[src/design/tnc_consts.svh]
// register offsets, field positions, command codes and responses for the token-net host control
// assumes: included by the core module and the test bench; AXI4-Lite byte addresses
`ifndef TNC_CONSTS_SVH
`define TNC_CONSTS_SVH
`define TNC_ADDR_W 8
`define TNC_OFF_STATUS 8'h00
`define TNC_OFF_IMASK 8'h04
`define TNC_OFF_CMD 8'h08
`define TNC_OFF_CONFIG 8'h0C
`define TNC_OFF_NODEID 8'h10
`define TNC_OFF_DIAG 8'h14
`define TNC_OFF_SETUP 8'h18
`define TNC_OFF_DEPTH 8'h1C
// status / mask bits
`define TNC_ST_TXDONE 0
`define TNC_ST_RXINH 2
`define TNC_ST_RECON 3
// config bits
`define TNC_CFG_TRANSMIT_ENABLE_BIT 5
// setup bits
`define TNC_SET_CHAIN 0
// command codes (low nibble of the command write)
`define TNC_CMD_TX 4'h3
`define TNC_CMD_RX 4'h4
`define TNC_CMD_CLR_TX 4'h5
`define TNC_CMD_CLR_RX 4'h6
`define TNC_CMD_DIS_TX 4'h1
`define TNC_CMD_DIS_RX 4'h2
// diagnostic bits
`define TNC_DG_TOKEN 0
`define TNC_DG_RECEIVE_ACTIVITY_FLAG 1
`define TNC_DG_DUPLICATE_IDENTIFIER_FLAG 2
`define TNC_DG_MYRECON 3
`define TNC_RESP_OKAY 2'h0
`define TNC_RESP_SLVERR 2'h2
`endif

[src/design/tnc_pkg.sv]
// types for the token-net host control core
// assumes: the constants header sits beside it
package tnc_pkg;
	typedef enum logic [1:0] {
		TNC_SLEEP,
		TNC_AWAKE,
		TNC_MEMBER
	} tnc_state_t;
	typedef logic [1:0] tnc_cnt_t; // pending commands per direction
endpackage : tnc_pkg

[src/design/tnc_core.sv]
// token-net core host control: registers, command queues, interrupt release
// assumes: AXI4-Lite master on aclk, network engine events arrive as one-cycle pulses
// Behaviour
// - chaining holds two transmit, two receive commands
// - no chaining holds one of each
// - chaining keeps status per outstanding command
// - transmit enable lets transmitter drive network
// - unchained: only masking releases receive interrupt
// - chained: clear command releases receive interrupt
// - core idle until non-zero node id
// - diagnostic read clears duplicate-id flag
//
// The AXI4-Lite register port and the register offsets are this design's own decisions.
`timescale 1ns/1ns
`include "tnc_consts.svh"
module tnc_core
	import tnc_pkg::*;
(
	input wire logic aclk,
	input wire logic aresetn,
	input wire logic [7:0] s_axi_awaddr,
	input wire logic s_axi_awvalid,
	output logic s_axi_awready,
	input wire logic [31:0] s_axi_wdata,
	input wire logic [3:0] s_axi_wstrb,
	input wire logic s_axi_wvalid,
	output logic s_axi_wready,
	output logic [1:0] s_axi_bresp,
	output logic s_axi_bvalid,
	input wire logic s_axi_bready,
	input wire logic [7:0] s_axi_araddr,
	input wire logic s_axi_arvalid,
	output logic s_axi_arready,
	output logic [31:0] s_axi_rdata,
	output logic [1:0] s_axi_rresp,
	output logic s_axi_rvalid,
	input wire logic s_axi_rready,
	input wire logic tx_done, // engine finished oldest transmit (pulse)
	input wire logic tx_ok, // its packet was acknowledged
	input wire logic rx_done, // engine filled oldest receive buffer (pulse)
	input wire logic recon_seen, // reconfiguration seen (pulse)
	input wire logic token_seen, // token by another node (pulse)
	input wire logic rx_activity, // line activity (pulse)
	input wire logic dup_detect, // node id answered by another node (pulse)
	input wire logic my_recon, // own token timer expired (pulse)
	output logic core_run, // microsequencer allowed to run
	output logic tx_drive_en, // transmitter may drive network
	output logic tx_start, // start transmit from queue head (pulse)
	output logic rx_arm, // a receive buffer is armed
	output logic irq
);
	// bus channel state
	logic aw_full_q, aw_full_d; // write address held
	logic [7:0] aw_addr_q, aw_addr_d;
	logic w_full_q, w_full_d; // write data held
	logic [31:0] w_data_q, w_data_d;
	logic [3:0] w_strb_q, w_strb_d;
	logic bvalid_q, bvalid_d;
	logic [1:0] bresp_q, bresp_d;
	logic rvalid_q, rvalid_d;
	logic [31:0] rdata_q, rdata_d;
	logic [1:0] rresp_q, rresp_d;
	// block state
	tnc_state_t state_q, state_d;
	logic [7:0] node_id_q, node_id_d;
	logic [7:0] config_q, config_d;
	logic [7:0] setup_q, setup_d;
	logic [3:0] imask_q, imask_d;
	logic txdone_q, txdone_d; // sticky transmit-done status
	logic recon_q, recon_d; // sticky recon status
	logic rxinh_q, rxinh_d; // receive interrupt latch
	tnc_cnt_t tx_cnt_q, tx_cnt_d; // pending transmits
	tnc_cnt_t rx_cnt_q, rx_cnt_d; // pending receives
	logic [1:0] tx_stat_q, tx_stat_d; // per-command transmit result
	logic [1:0] rx_stat_q, rx_stat_d; // per-command receive done
	logic [3:0] diag_q, diag_d;
	logic tx_go_q, tx_go_d;
	// decode helpers
	logic wr_fire, rd_fire, chain;
	tnc_cnt_t cap;
	logic [3:0] status_vec;
	logic [3:0] cmd;
	assign chain = setup_q[`TNC_SET_CHAIN];
	// capacity depends on the mode so both queues shrink together
	assign cap = chain ? 2'h2 : 2'h1;
	assign wr_fire = aw_full_q && w_full_q && !bvalid_q;
	assign rd_fire = s_axi_arvalid && !rvalid_q;
	assign cmd = w_data_q[3:0];
	assign status_vec = {recon_q, rxinh_q, 1'b0, txdone_q};
	assign s_axi_awready = !aw_full_q;
	assign s_axi_wready = !w_full_q;
	assign s_axi_arready = !rvalid_q;
	assign s_axi_bvalid = bvalid_q;
	assign s_axi_bresp = bresp_q;
	assign s_axi_rvalid = rvalid_q;
	assign s_axi_rdata = rdata_q;
	assign s_axi_rresp = rresp_q;
	assign core_run = (state_q != TNC_SLEEP);
	assign tx_drive_en = (state_q == TNC_MEMBER);
	assign tx_start = tx_go_q;
	assign rx_arm = (rx_cnt_q != 2'h0);
	// receive interrupt stays up until masked or, when chained, cleared by command
	assign irq = |(status_vec & imask_q);

	// bus channel next state: address and data accepted in either order
	always_comb begin
		aw_full_d = aw_full_q;
		aw_addr_d = aw_addr_q;
		w_full_d = w_full_q;
		w_data_d = w_data_q;
		w_strb_d = w_strb_q;
		bvalid_d = bvalid_q;
		bresp_d = bresp_q;
		rvalid_d = rvalid_q;
		rdata_d = rdata_q;
		rresp_d = rresp_q;
		if (s_axi_awvalid && !aw_full_q) begin
			aw_full_d = 1'b1;
			aw_addr_d = s_axi_awaddr;
		end
		if (s_axi_wvalid && !w_full_q) begin
			w_full_d = 1'b1;
			w_data_d = s_axi_wdata;
			w_strb_d = s_axi_wstrb;
		end
		if (wr_fire) begin
			aw_full_d = 1'b0;
			w_full_d = 1'b0;
			bvalid_d = 1'b1;
			bresp_d = (aw_addr_q[7:2] > `TNC_OFF_DEPTH >> 2) ? `TNC_RESP_SLVERR : `TNC_RESP_OKAY;
		end else if (bvalid_q && s_axi_bready) begin
			bvalid_d = 1'b0;
		end
		if (rd_fire) begin
			rvalid_d = 1'b1;
			rresp_d = `TNC_RESP_OKAY;
			case ({s_axi_araddr[7:2], 2'b00})
				`TNC_OFF_STATUS: rdata_d = {28'h0000000, status_vec};
				`TNC_OFF_IMASK: rdata_d = {28'h0000000, imask_q};
				`TNC_OFF_CMD: rdata_d = 32'h00000000;
				`TNC_OFF_CONFIG: rdata_d = {24'h000000, config_q};
				`TNC_OFF_NODEID: rdata_d = {24'h000000, node_id_q};
				`TNC_OFF_DIAG: rdata_d = {28'h0000000, diag_q};
				`TNC_OFF_SETUP: rdata_d = {24'h000000, setup_q};
				// per-command status shows in both modes; unchained fills only the low bit
				`TNC_OFF_DEPTH: rdata_d = {20'h00000, rx_stat_q, tx_stat_q, 4'h0,
					rx_cnt_q, tx_cnt_q};
				default: begin
					rdata_d = 32'h00000000;
					rresp_d = `TNC_RESP_SLVERR;
				end
			endcase
		end else if (rvalid_q && s_axi_rready) begin
			rvalid_d = 1'b0;
		end
	end

	// bus channel registers
	always_ff @(posedge aclk) begin
		if (!aresetn) begin
			aw_full_q <= 1'b0;
			aw_addr_q <= 8'h00;
			w_full_q <= 1'b0;
			w_data_q <= 32'h00000000;
			w_strb_q <= 4'h0;
			bvalid_q <= 1'b0;
			bresp_q <= 2'h0;
			rvalid_q <= 1'b0;
			rdata_q <= 32'h00000000;
			rresp_q <= 2'h0;
		end else begin
			aw_full_q <= aw_full_d;
			aw_addr_q <= aw_addr_d;
			w_full_q <= w_full_d;
			w_data_q <= w_data_d;
			w_strb_q <= w_strb_d;
			bvalid_q <= bvalid_d;
			bresp_q <= bresp_d;
			rvalid_q <= rvalid_d;
			rdata_q <= rdata_d;
			rresp_q <= rresp_d;
		end
	end

	// block next state: registers, queues, sticky flags
	always_comb begin
		logic wr_ok;
		logic diag_rd;
		wr_ok = wr_fire && w_strb_q[0];
		diag_rd = rd_fire && ({s_axi_araddr[7:2], 2'b00} == `TNC_OFF_DIAG);
		state_d = state_q;
		node_id_d = node_id_q;
		config_d = config_q;
		setup_d = setup_q;
		imask_d = imask_q;
		txdone_d = txdone_q;
		recon_d = recon_q;
		rxinh_d = rxinh_q;
		tx_cnt_d = tx_cnt_q;
		rx_cnt_d = rx_cnt_q;
		tx_stat_d = tx_stat_q;
		rx_stat_d = rx_stat_q;
		diag_d = diag_q;
		tx_go_d = 1'b0;
		// a read empties diagnostics; events in the same cycle survive
		if (diag_rd) begin
			diag_d = 4'h0;
		end
		if (state_q != TNC_SLEEP) begin
			if (token_seen) diag_d[`TNC_DG_TOKEN] = 1'b1;
			if (rx_activity) diag_d[`TNC_DG_RECEIVE_ACTIVITY_FLAG] = 1'b1;
			if (dup_detect) diag_d[`TNC_DG_DUPLICATE_IDENTIFIER_FLAG] = 1'b1;
			if (my_recon) diag_d[`TNC_DG_MYRECON] = 1'b1;
		end
		// software writes; write-one-to-clear on the status transmit-done and recon bits
		if (wr_ok) begin
			case (aw_addr_q)
				`TNC_OFF_STATUS: begin
					if (w_data_q[`TNC_ST_TXDONE]) txdone_d = 1'b0;
					if (w_data_q[`TNC_ST_RECON]) recon_d = 1'b0;
				end
				`TNC_OFF_IMASK: imask_d = w_data_q[3:0];
				`TNC_OFF_CONFIG: config_d = w_data_q[7:0];
				`TNC_OFF_SETUP: setup_d = w_data_q[7:0];
				`TNC_OFF_NODEID: node_id_d = w_data_q[7:0];
				`TNC_OFF_CMD: begin
					case (cmd)
						// commands beyond capacity are dropped
						`TNC_CMD_TX: if (tx_cnt_q < cap) tx_cnt_d = tx_cnt_q + 2'h1;
						`TNC_CMD_RX: if (rx_cnt_q < cap) rx_cnt_d = rx_cnt_q + 2'h1;
						`TNC_CMD_DIS_TX: tx_cnt_d = 2'h0;
						`TNC_CMD_DIS_RX: rx_cnt_d = 2'h0;
						`TNC_CMD_CLR_TX: if (chain) tx_stat_d = {1'b0, tx_stat_q[1]};
						// only chaining lets a command drop the receive interrupt
						`TNC_CMD_CLR_RX: if (chain) begin
							rxinh_d = 1'b0;
							rx_stat_d = {1'b0, rx_stat_q[1]};
						end
						default: ;
					endcase
				end
				default: ;
			endcase
		end
		// wake on a non-zero id, sleep again on zero
		case (state_q)
			TNC_SLEEP: if (node_id_q != 8'h00) state_d = TNC_AWAKE;
			TNC_AWAKE: begin
				if (node_id_q == 8'h00) state_d = TNC_SLEEP;
				else if (config_q[`TNC_CFG_TRANSMIT_ENABLE_BIT]) state_d = TNC_MEMBER;
			end
			TNC_MEMBER: begin
				if (node_id_q == 8'h00) state_d = TNC_SLEEP;
				else if (!config_q[`TNC_CFG_TRANSMIT_ENABLE_BIT]) state_d = TNC_AWAKE;
			end
			default: state_d = TNC_SLEEP;
		endcase
		// engine completions; sets beat clears in the same cycle
		if (state_q == TNC_MEMBER && tx_cnt_q != 2'h0 && !tx_go_q) tx_go_d = tx_done;
		if (tx_done && tx_cnt_q != 2'h0) begin
			// a disable in the same cycle has already emptied the queue; do not wrap
			if (tx_cnt_d != 2'h0) tx_cnt_d = tx_cnt_d - 2'h1;
			txdone_d = 1'b1;
			tx_stat_d = chain ? {tx_ok, tx_stat_q[0]} : {1'b0, tx_ok};
		end
		if (rx_done && rx_cnt_q != 2'h0 && state_q != TNC_SLEEP) begin
			if (rx_cnt_d != 2'h0) rx_cnt_d = rx_cnt_d - 2'h1;
			rxinh_d = 1'b1;
			rx_stat_d = chain ? {1'b1, rx_stat_q[0]} : 2'h1;
		end
		if (recon_seen && state_q != TNC_SLEEP) recon_d = 1'b1;
	end

	// block registers
	always_ff @(posedge aclk) begin
		if (!aresetn) begin
			state_q <= TNC_SLEEP;
			node_id_q <= 8'h00;
			config_q <= 8'h00;
			setup_q <= 8'h00;
			imask_q <= 4'h0;
			txdone_q <= 1'b0;
			recon_q <= 1'b0;
			rxinh_q <= 1'b0;
			tx_cnt_q <= 2'h0;
			rx_cnt_q <= 2'h0;
			tx_stat_q <= 2'h0;
			rx_stat_q <= 2'h0;
			diag_q <= 4'h0;
			tx_go_q <= 1'b0;
		end else begin
			state_q <= state_d;
			node_id_q <= node_id_d;
			config_q <= config_d;
			setup_q <= setup_d;
			imask_q <= imask_d;
			txdone_q <= txdone_d;
			recon_q <= recon_d;
			rxinh_q <= rxinh_d;
			tx_cnt_q <= tx_cnt_d;
			rx_cnt_q <= rx_cnt_d;
			tx_stat_q <= tx_stat_d;
			rx_stat_q <= rx_stat_d;
			diag_q <= diag_d;
			tx_go_q <= tx_go_d;
		end
	end
endmodule : tnc_core

[config.mk]
export PLATFORM = sky130hd
export DESIGN_NAME = tnc_core
export DESIGN_NICKNAME = d
export VERILOG_FILES = /design/src/design/tnc_pkg.sv /design/src/design/tnc_core.sv
export VERILOG_INCLUDE_DIRS = /design/src /design/src/design
export SDC_FILE = /design/constraint.sdc
export NUM_CORES = 1
export LEC_CHECK = 0
export BUFFER_PORTS_ARGS = -buffer_cell sky130_fd_sc_hd__buf_2
export CORE_MARGIN = 8
export CORE_UTILIZATION = 40
export CTS_CLUSTER_DIAMETER = 100
export DETAILED_ROUTE_END_ITERATION = 7
export PLACE_DENSITY_LB_ADDON = 0.2
export SYNTH_ARGS = -nofsm -noshare
export SYNTH_HDL_FRONTEND = slang
export SYNTH_SLANG_ARGS = --single-unit
[constraint.sdc]
create_clock -name aclk -period 3.2 [get_ports aclk]
set_input_delay 0.48 -clock aclk [delete_from_list [all_inputs] [get_ports aclk]]
set_output_delay 0.48 -clock aclk [all_outputs]
set_load 0.01 [all_outputs]
==> impl_metrics.tcl <==
set metrics [dict create \
    status "finished clean" \
    drive_above_1_share_pct 20.1 \
    track_usage_pct 14.6 \
    syn_inst 433 \
    drv_cap 0 \
    cts.sinks 81 \
    ctsHoldBuffers 0 \
    dieWidth_um 114 \
    ioPinCount 113 \
    wirelength_um 9400 \
    synth_area_leader_cell "dfxtp_1" \
    htreeDepth 3 \
    die_h_um 114 \
    max-clock-path-buffers 2 \
    path_depth 7 \
    grt_pass1_wl_um 15300 \
    io_buffer_count 61 \
    via_per_inst 5.03 \
    max_stage_delay_ns 0.49 \
    relSlewSlack_pct 40.8 \
    antenna_found_initial 0 \
    cp_num_buf_inv 1 \
    netlist_area_mm2 0.00383 \
    synth_top_area_share_pct 42.3 \
    grt_setup_unrepaired "no" \
    grt_max_degree 49 \
    clk-insertion-delay-late_ns 0.34 \
    start_kind "flop" \
    ys_ff_latch 81 \
    final_core_utilization_pct 46.3 \
    ir_worst_vdd_v 0.000171 \
    min_period_over_period_pct 67.7 \
    total_leakage_power_nw 1.70 \
    initial_core_util_pct 41.3 \
    postSynthAreaPerCell_um2 8.85 \
    crit_slowest_cell "or4_1" \
    ctsRootBufferMaster "clkbuf_8" \
    grt_pass1_vias 3037 \
    rows 35 \
    crit_type "reg -> reg" \
    gp_congestion 0.809 \
    crit_chain "inv_1 -> ha_1 -> o21a_1 -> or2_1 -> and3_1 -> or4_1 -> o22ai_1" \
    hold_path_depth 2 \
    post_cts_buffers 0 \
    setup-tns-final_ns 0 \
    tightest_slew_ns 0.881 \
    drc 0 \
    cp-end-kind "flop" \
    setup-violations-final 0 \
    reg2reg_depth 7 \
    synth_area_leaders "dfxtp_1, mux2i_1, nand2_1, nor2_1, buf_4" \
    gr-total-overflow 0 \
    die-area_mm2 0.0130 \
    min_period_ns 2.17 \
    area_delta_synth_final_pct 12.2 \
    max_freq_mhz 462 \
    cp.required_ns 3.47 \
    async_reset_ff_share_pct 0 \
    finClkSkew_ns 0.00705 \
    synth_cell_type_count 59 \
    critPathArrivalTime_ns 2.44 \
    synth_edf_count 0 \
    slew_viol_final 0 \
    yosysWarningCount 0 \
    ant_nets 0 \
    fin_cells 617 \
    yosysSeqAreaShare_pct 42.3 \
    nets 557 \
    hold_violations 0 \
    n_antenna_cell 0 \
    dpl.hpwl_um 6930 \
    cts_tree "built" \
    cts.repair.resized 0 \
    drt_pass1_iterations 4 \
    worstHoldPathType "in -> reg" \
    place_inst 603 \
    powerDensity_mw_per_mm2 421 \
    crit_family "simple AND/OR/NAND/NOR gates" \
    vias 3106 \
    initialDrtViolationCount 144 \
    core_mm2 0.00928 \
    clkTransAtPathRegs_ns 0.08 \
    critPathMaxFanout 6 \
    ys.flop_type "dfxtp_1" \
    wl_per_cell_um 15.2 \
    numCtsBuffers 9 \
]
==> final timing paths <==
path / from / to / slack, ns
hold / removal: s_axi_rready / s_axi_rvalid$_SDFFE_PN0P_ / 0.32
hold reg to reg: tx_start$_SDFF_PN0_ / tx_start$_SDFF_PN0_ / 0.43
setup / recovery: setup_q[0]$_SDFFE_PN0P_ / tx_cnt_q[0]$_SDFF_PN0_ / 1.03
setup reg to reg: setup_q[0]$_SDFFE_PN0P_ / tx_cnt_q[0]$_SDFF_PN0_ / 1.03
==> worst reg2reg max path: stages, from the launching register on <==
cell     delay, ns
dfxtp_1       0.44
inv_1         0.18
ha_1          0.30
o21a_1        0.11
or2_1         0.23
and3_1        0.19
or4_1         0.49
o22ai_1       0.15
==> cell type report <==
| cell class | count | area (µm²) |
|---|---|---|
| clock buffer | 9 | 124 |
| clock inverter | 5 | 25.0 |
| fill | 962 | 4980 |
| inverter | 16 | 60.1 |
| multi-input combinational | 311 | 1970 |
| sequential | 81 | 1620 |
| tap | 129 | 161 |
| timing repair buffer | 66 | 343 |
==> layout by cell type, fill, tap and decap left out, types with 4 or more instances in the layout <==
master    netlist  routed
o21a_1          5       5
a22oi_1        12      12
a21oi_1        32      32
clkbuf_8        0       9
or3_1           5       5
clkinv_2        0       5
mux4_2          4       4
mux2i_1        34      34
conb_1          1      22
a21o_1          5       5
ha_1            5       5
inv_1          16      15
dfxtp_1        81      81
buf_2           4      61
o21ai_0        10      10
nand3_1         6       6
nor3_1          4       4
buf_4          22       5
nor2b_1         6       6
nand2_1        59      59
nor2_1         47      47
==> report_power, final <==
group	total (mW)	leakage, nW	internal, mW	switching [mW]
sequential	1.05	0.656	1.03	0.0272
combinational	0.143	0.958	0.0559	0.0872
clock	0.616	0.0843	0.266	0.350
==> flip-flops by register name (all words and copies together) (netlist names), 2 cells and up <==
register / count
aw_addr_q: 8
config_q: 8
diag_q: 4
imask_q: 4
node_id_q: 8
rx_cnt_q: 2
rx_stat_q: 2
s_axi_rdata: 12
setup_q: 8
state_q: 2
tx_cnt_q: 2
tx_stat_q: 2
w_data_q: 8
==> cell usage after synthesis (6+ instances only) <==
cell and number:
nor2b_1 6, mux2i_1 34, inv_1 16, a22oi_1 12, nand3_1 6, dfxtp_1 81, buf_4 22, nand2_1 59
clkbuf_1 13, o21ai_0 10, nor2_1 47, a21oi_1 32
==> stage by stage <==
step / setup WS, ns / cell area [µm²] / hold WS, ns / power (mW)
detailed placement: 1.02 / 4150 / 0.411 / 1.22
global route: 0.900 / 4300 / 0.309 / 1.90
floorplan: 1.25 / 3910 / 0.431 / 1.19
finish: 1.03 / 4300 / 0.319 / 1.81
global placement: 1.05 / 4150 / 0.404 / 1.22
CTS: 1.02 / 4300 / 0.309 / 1.83
==> routing by layer <==
metal / up-vias / wire, µm / share of wire [%] / global-route usage (%)
met5: - / 0 / 0 / 0
met2: 97 / 4140 / 44 / 23.0
li1: 1569 / - / - / -
met1: 1432 / 4370 / 47 / 18.5
met4: 0 / 102 / 1.1 / 5.32
met3: 8 / 783 / 8.3 / 4.38
==> cells by family after synthesis <==
| group | Yosys count | share of synthesized area (%) |
|---|---|---|
| AND/OR/NAND/NOR | 161 | 21.6 |
| multiplexers | 38 | 11.2 |
| adder cells (fa/ha/maj) | 5 | 1.63 |
| other | 1 | 0.0978 |
| buffers and inverters | 62 | 8.75 |
| flip-flops | 81 | 42.3 |
| AO/OA/AOI/OAI | 85 | 14.4 |
Note: power is estimated with default switching activity, not from simulation.
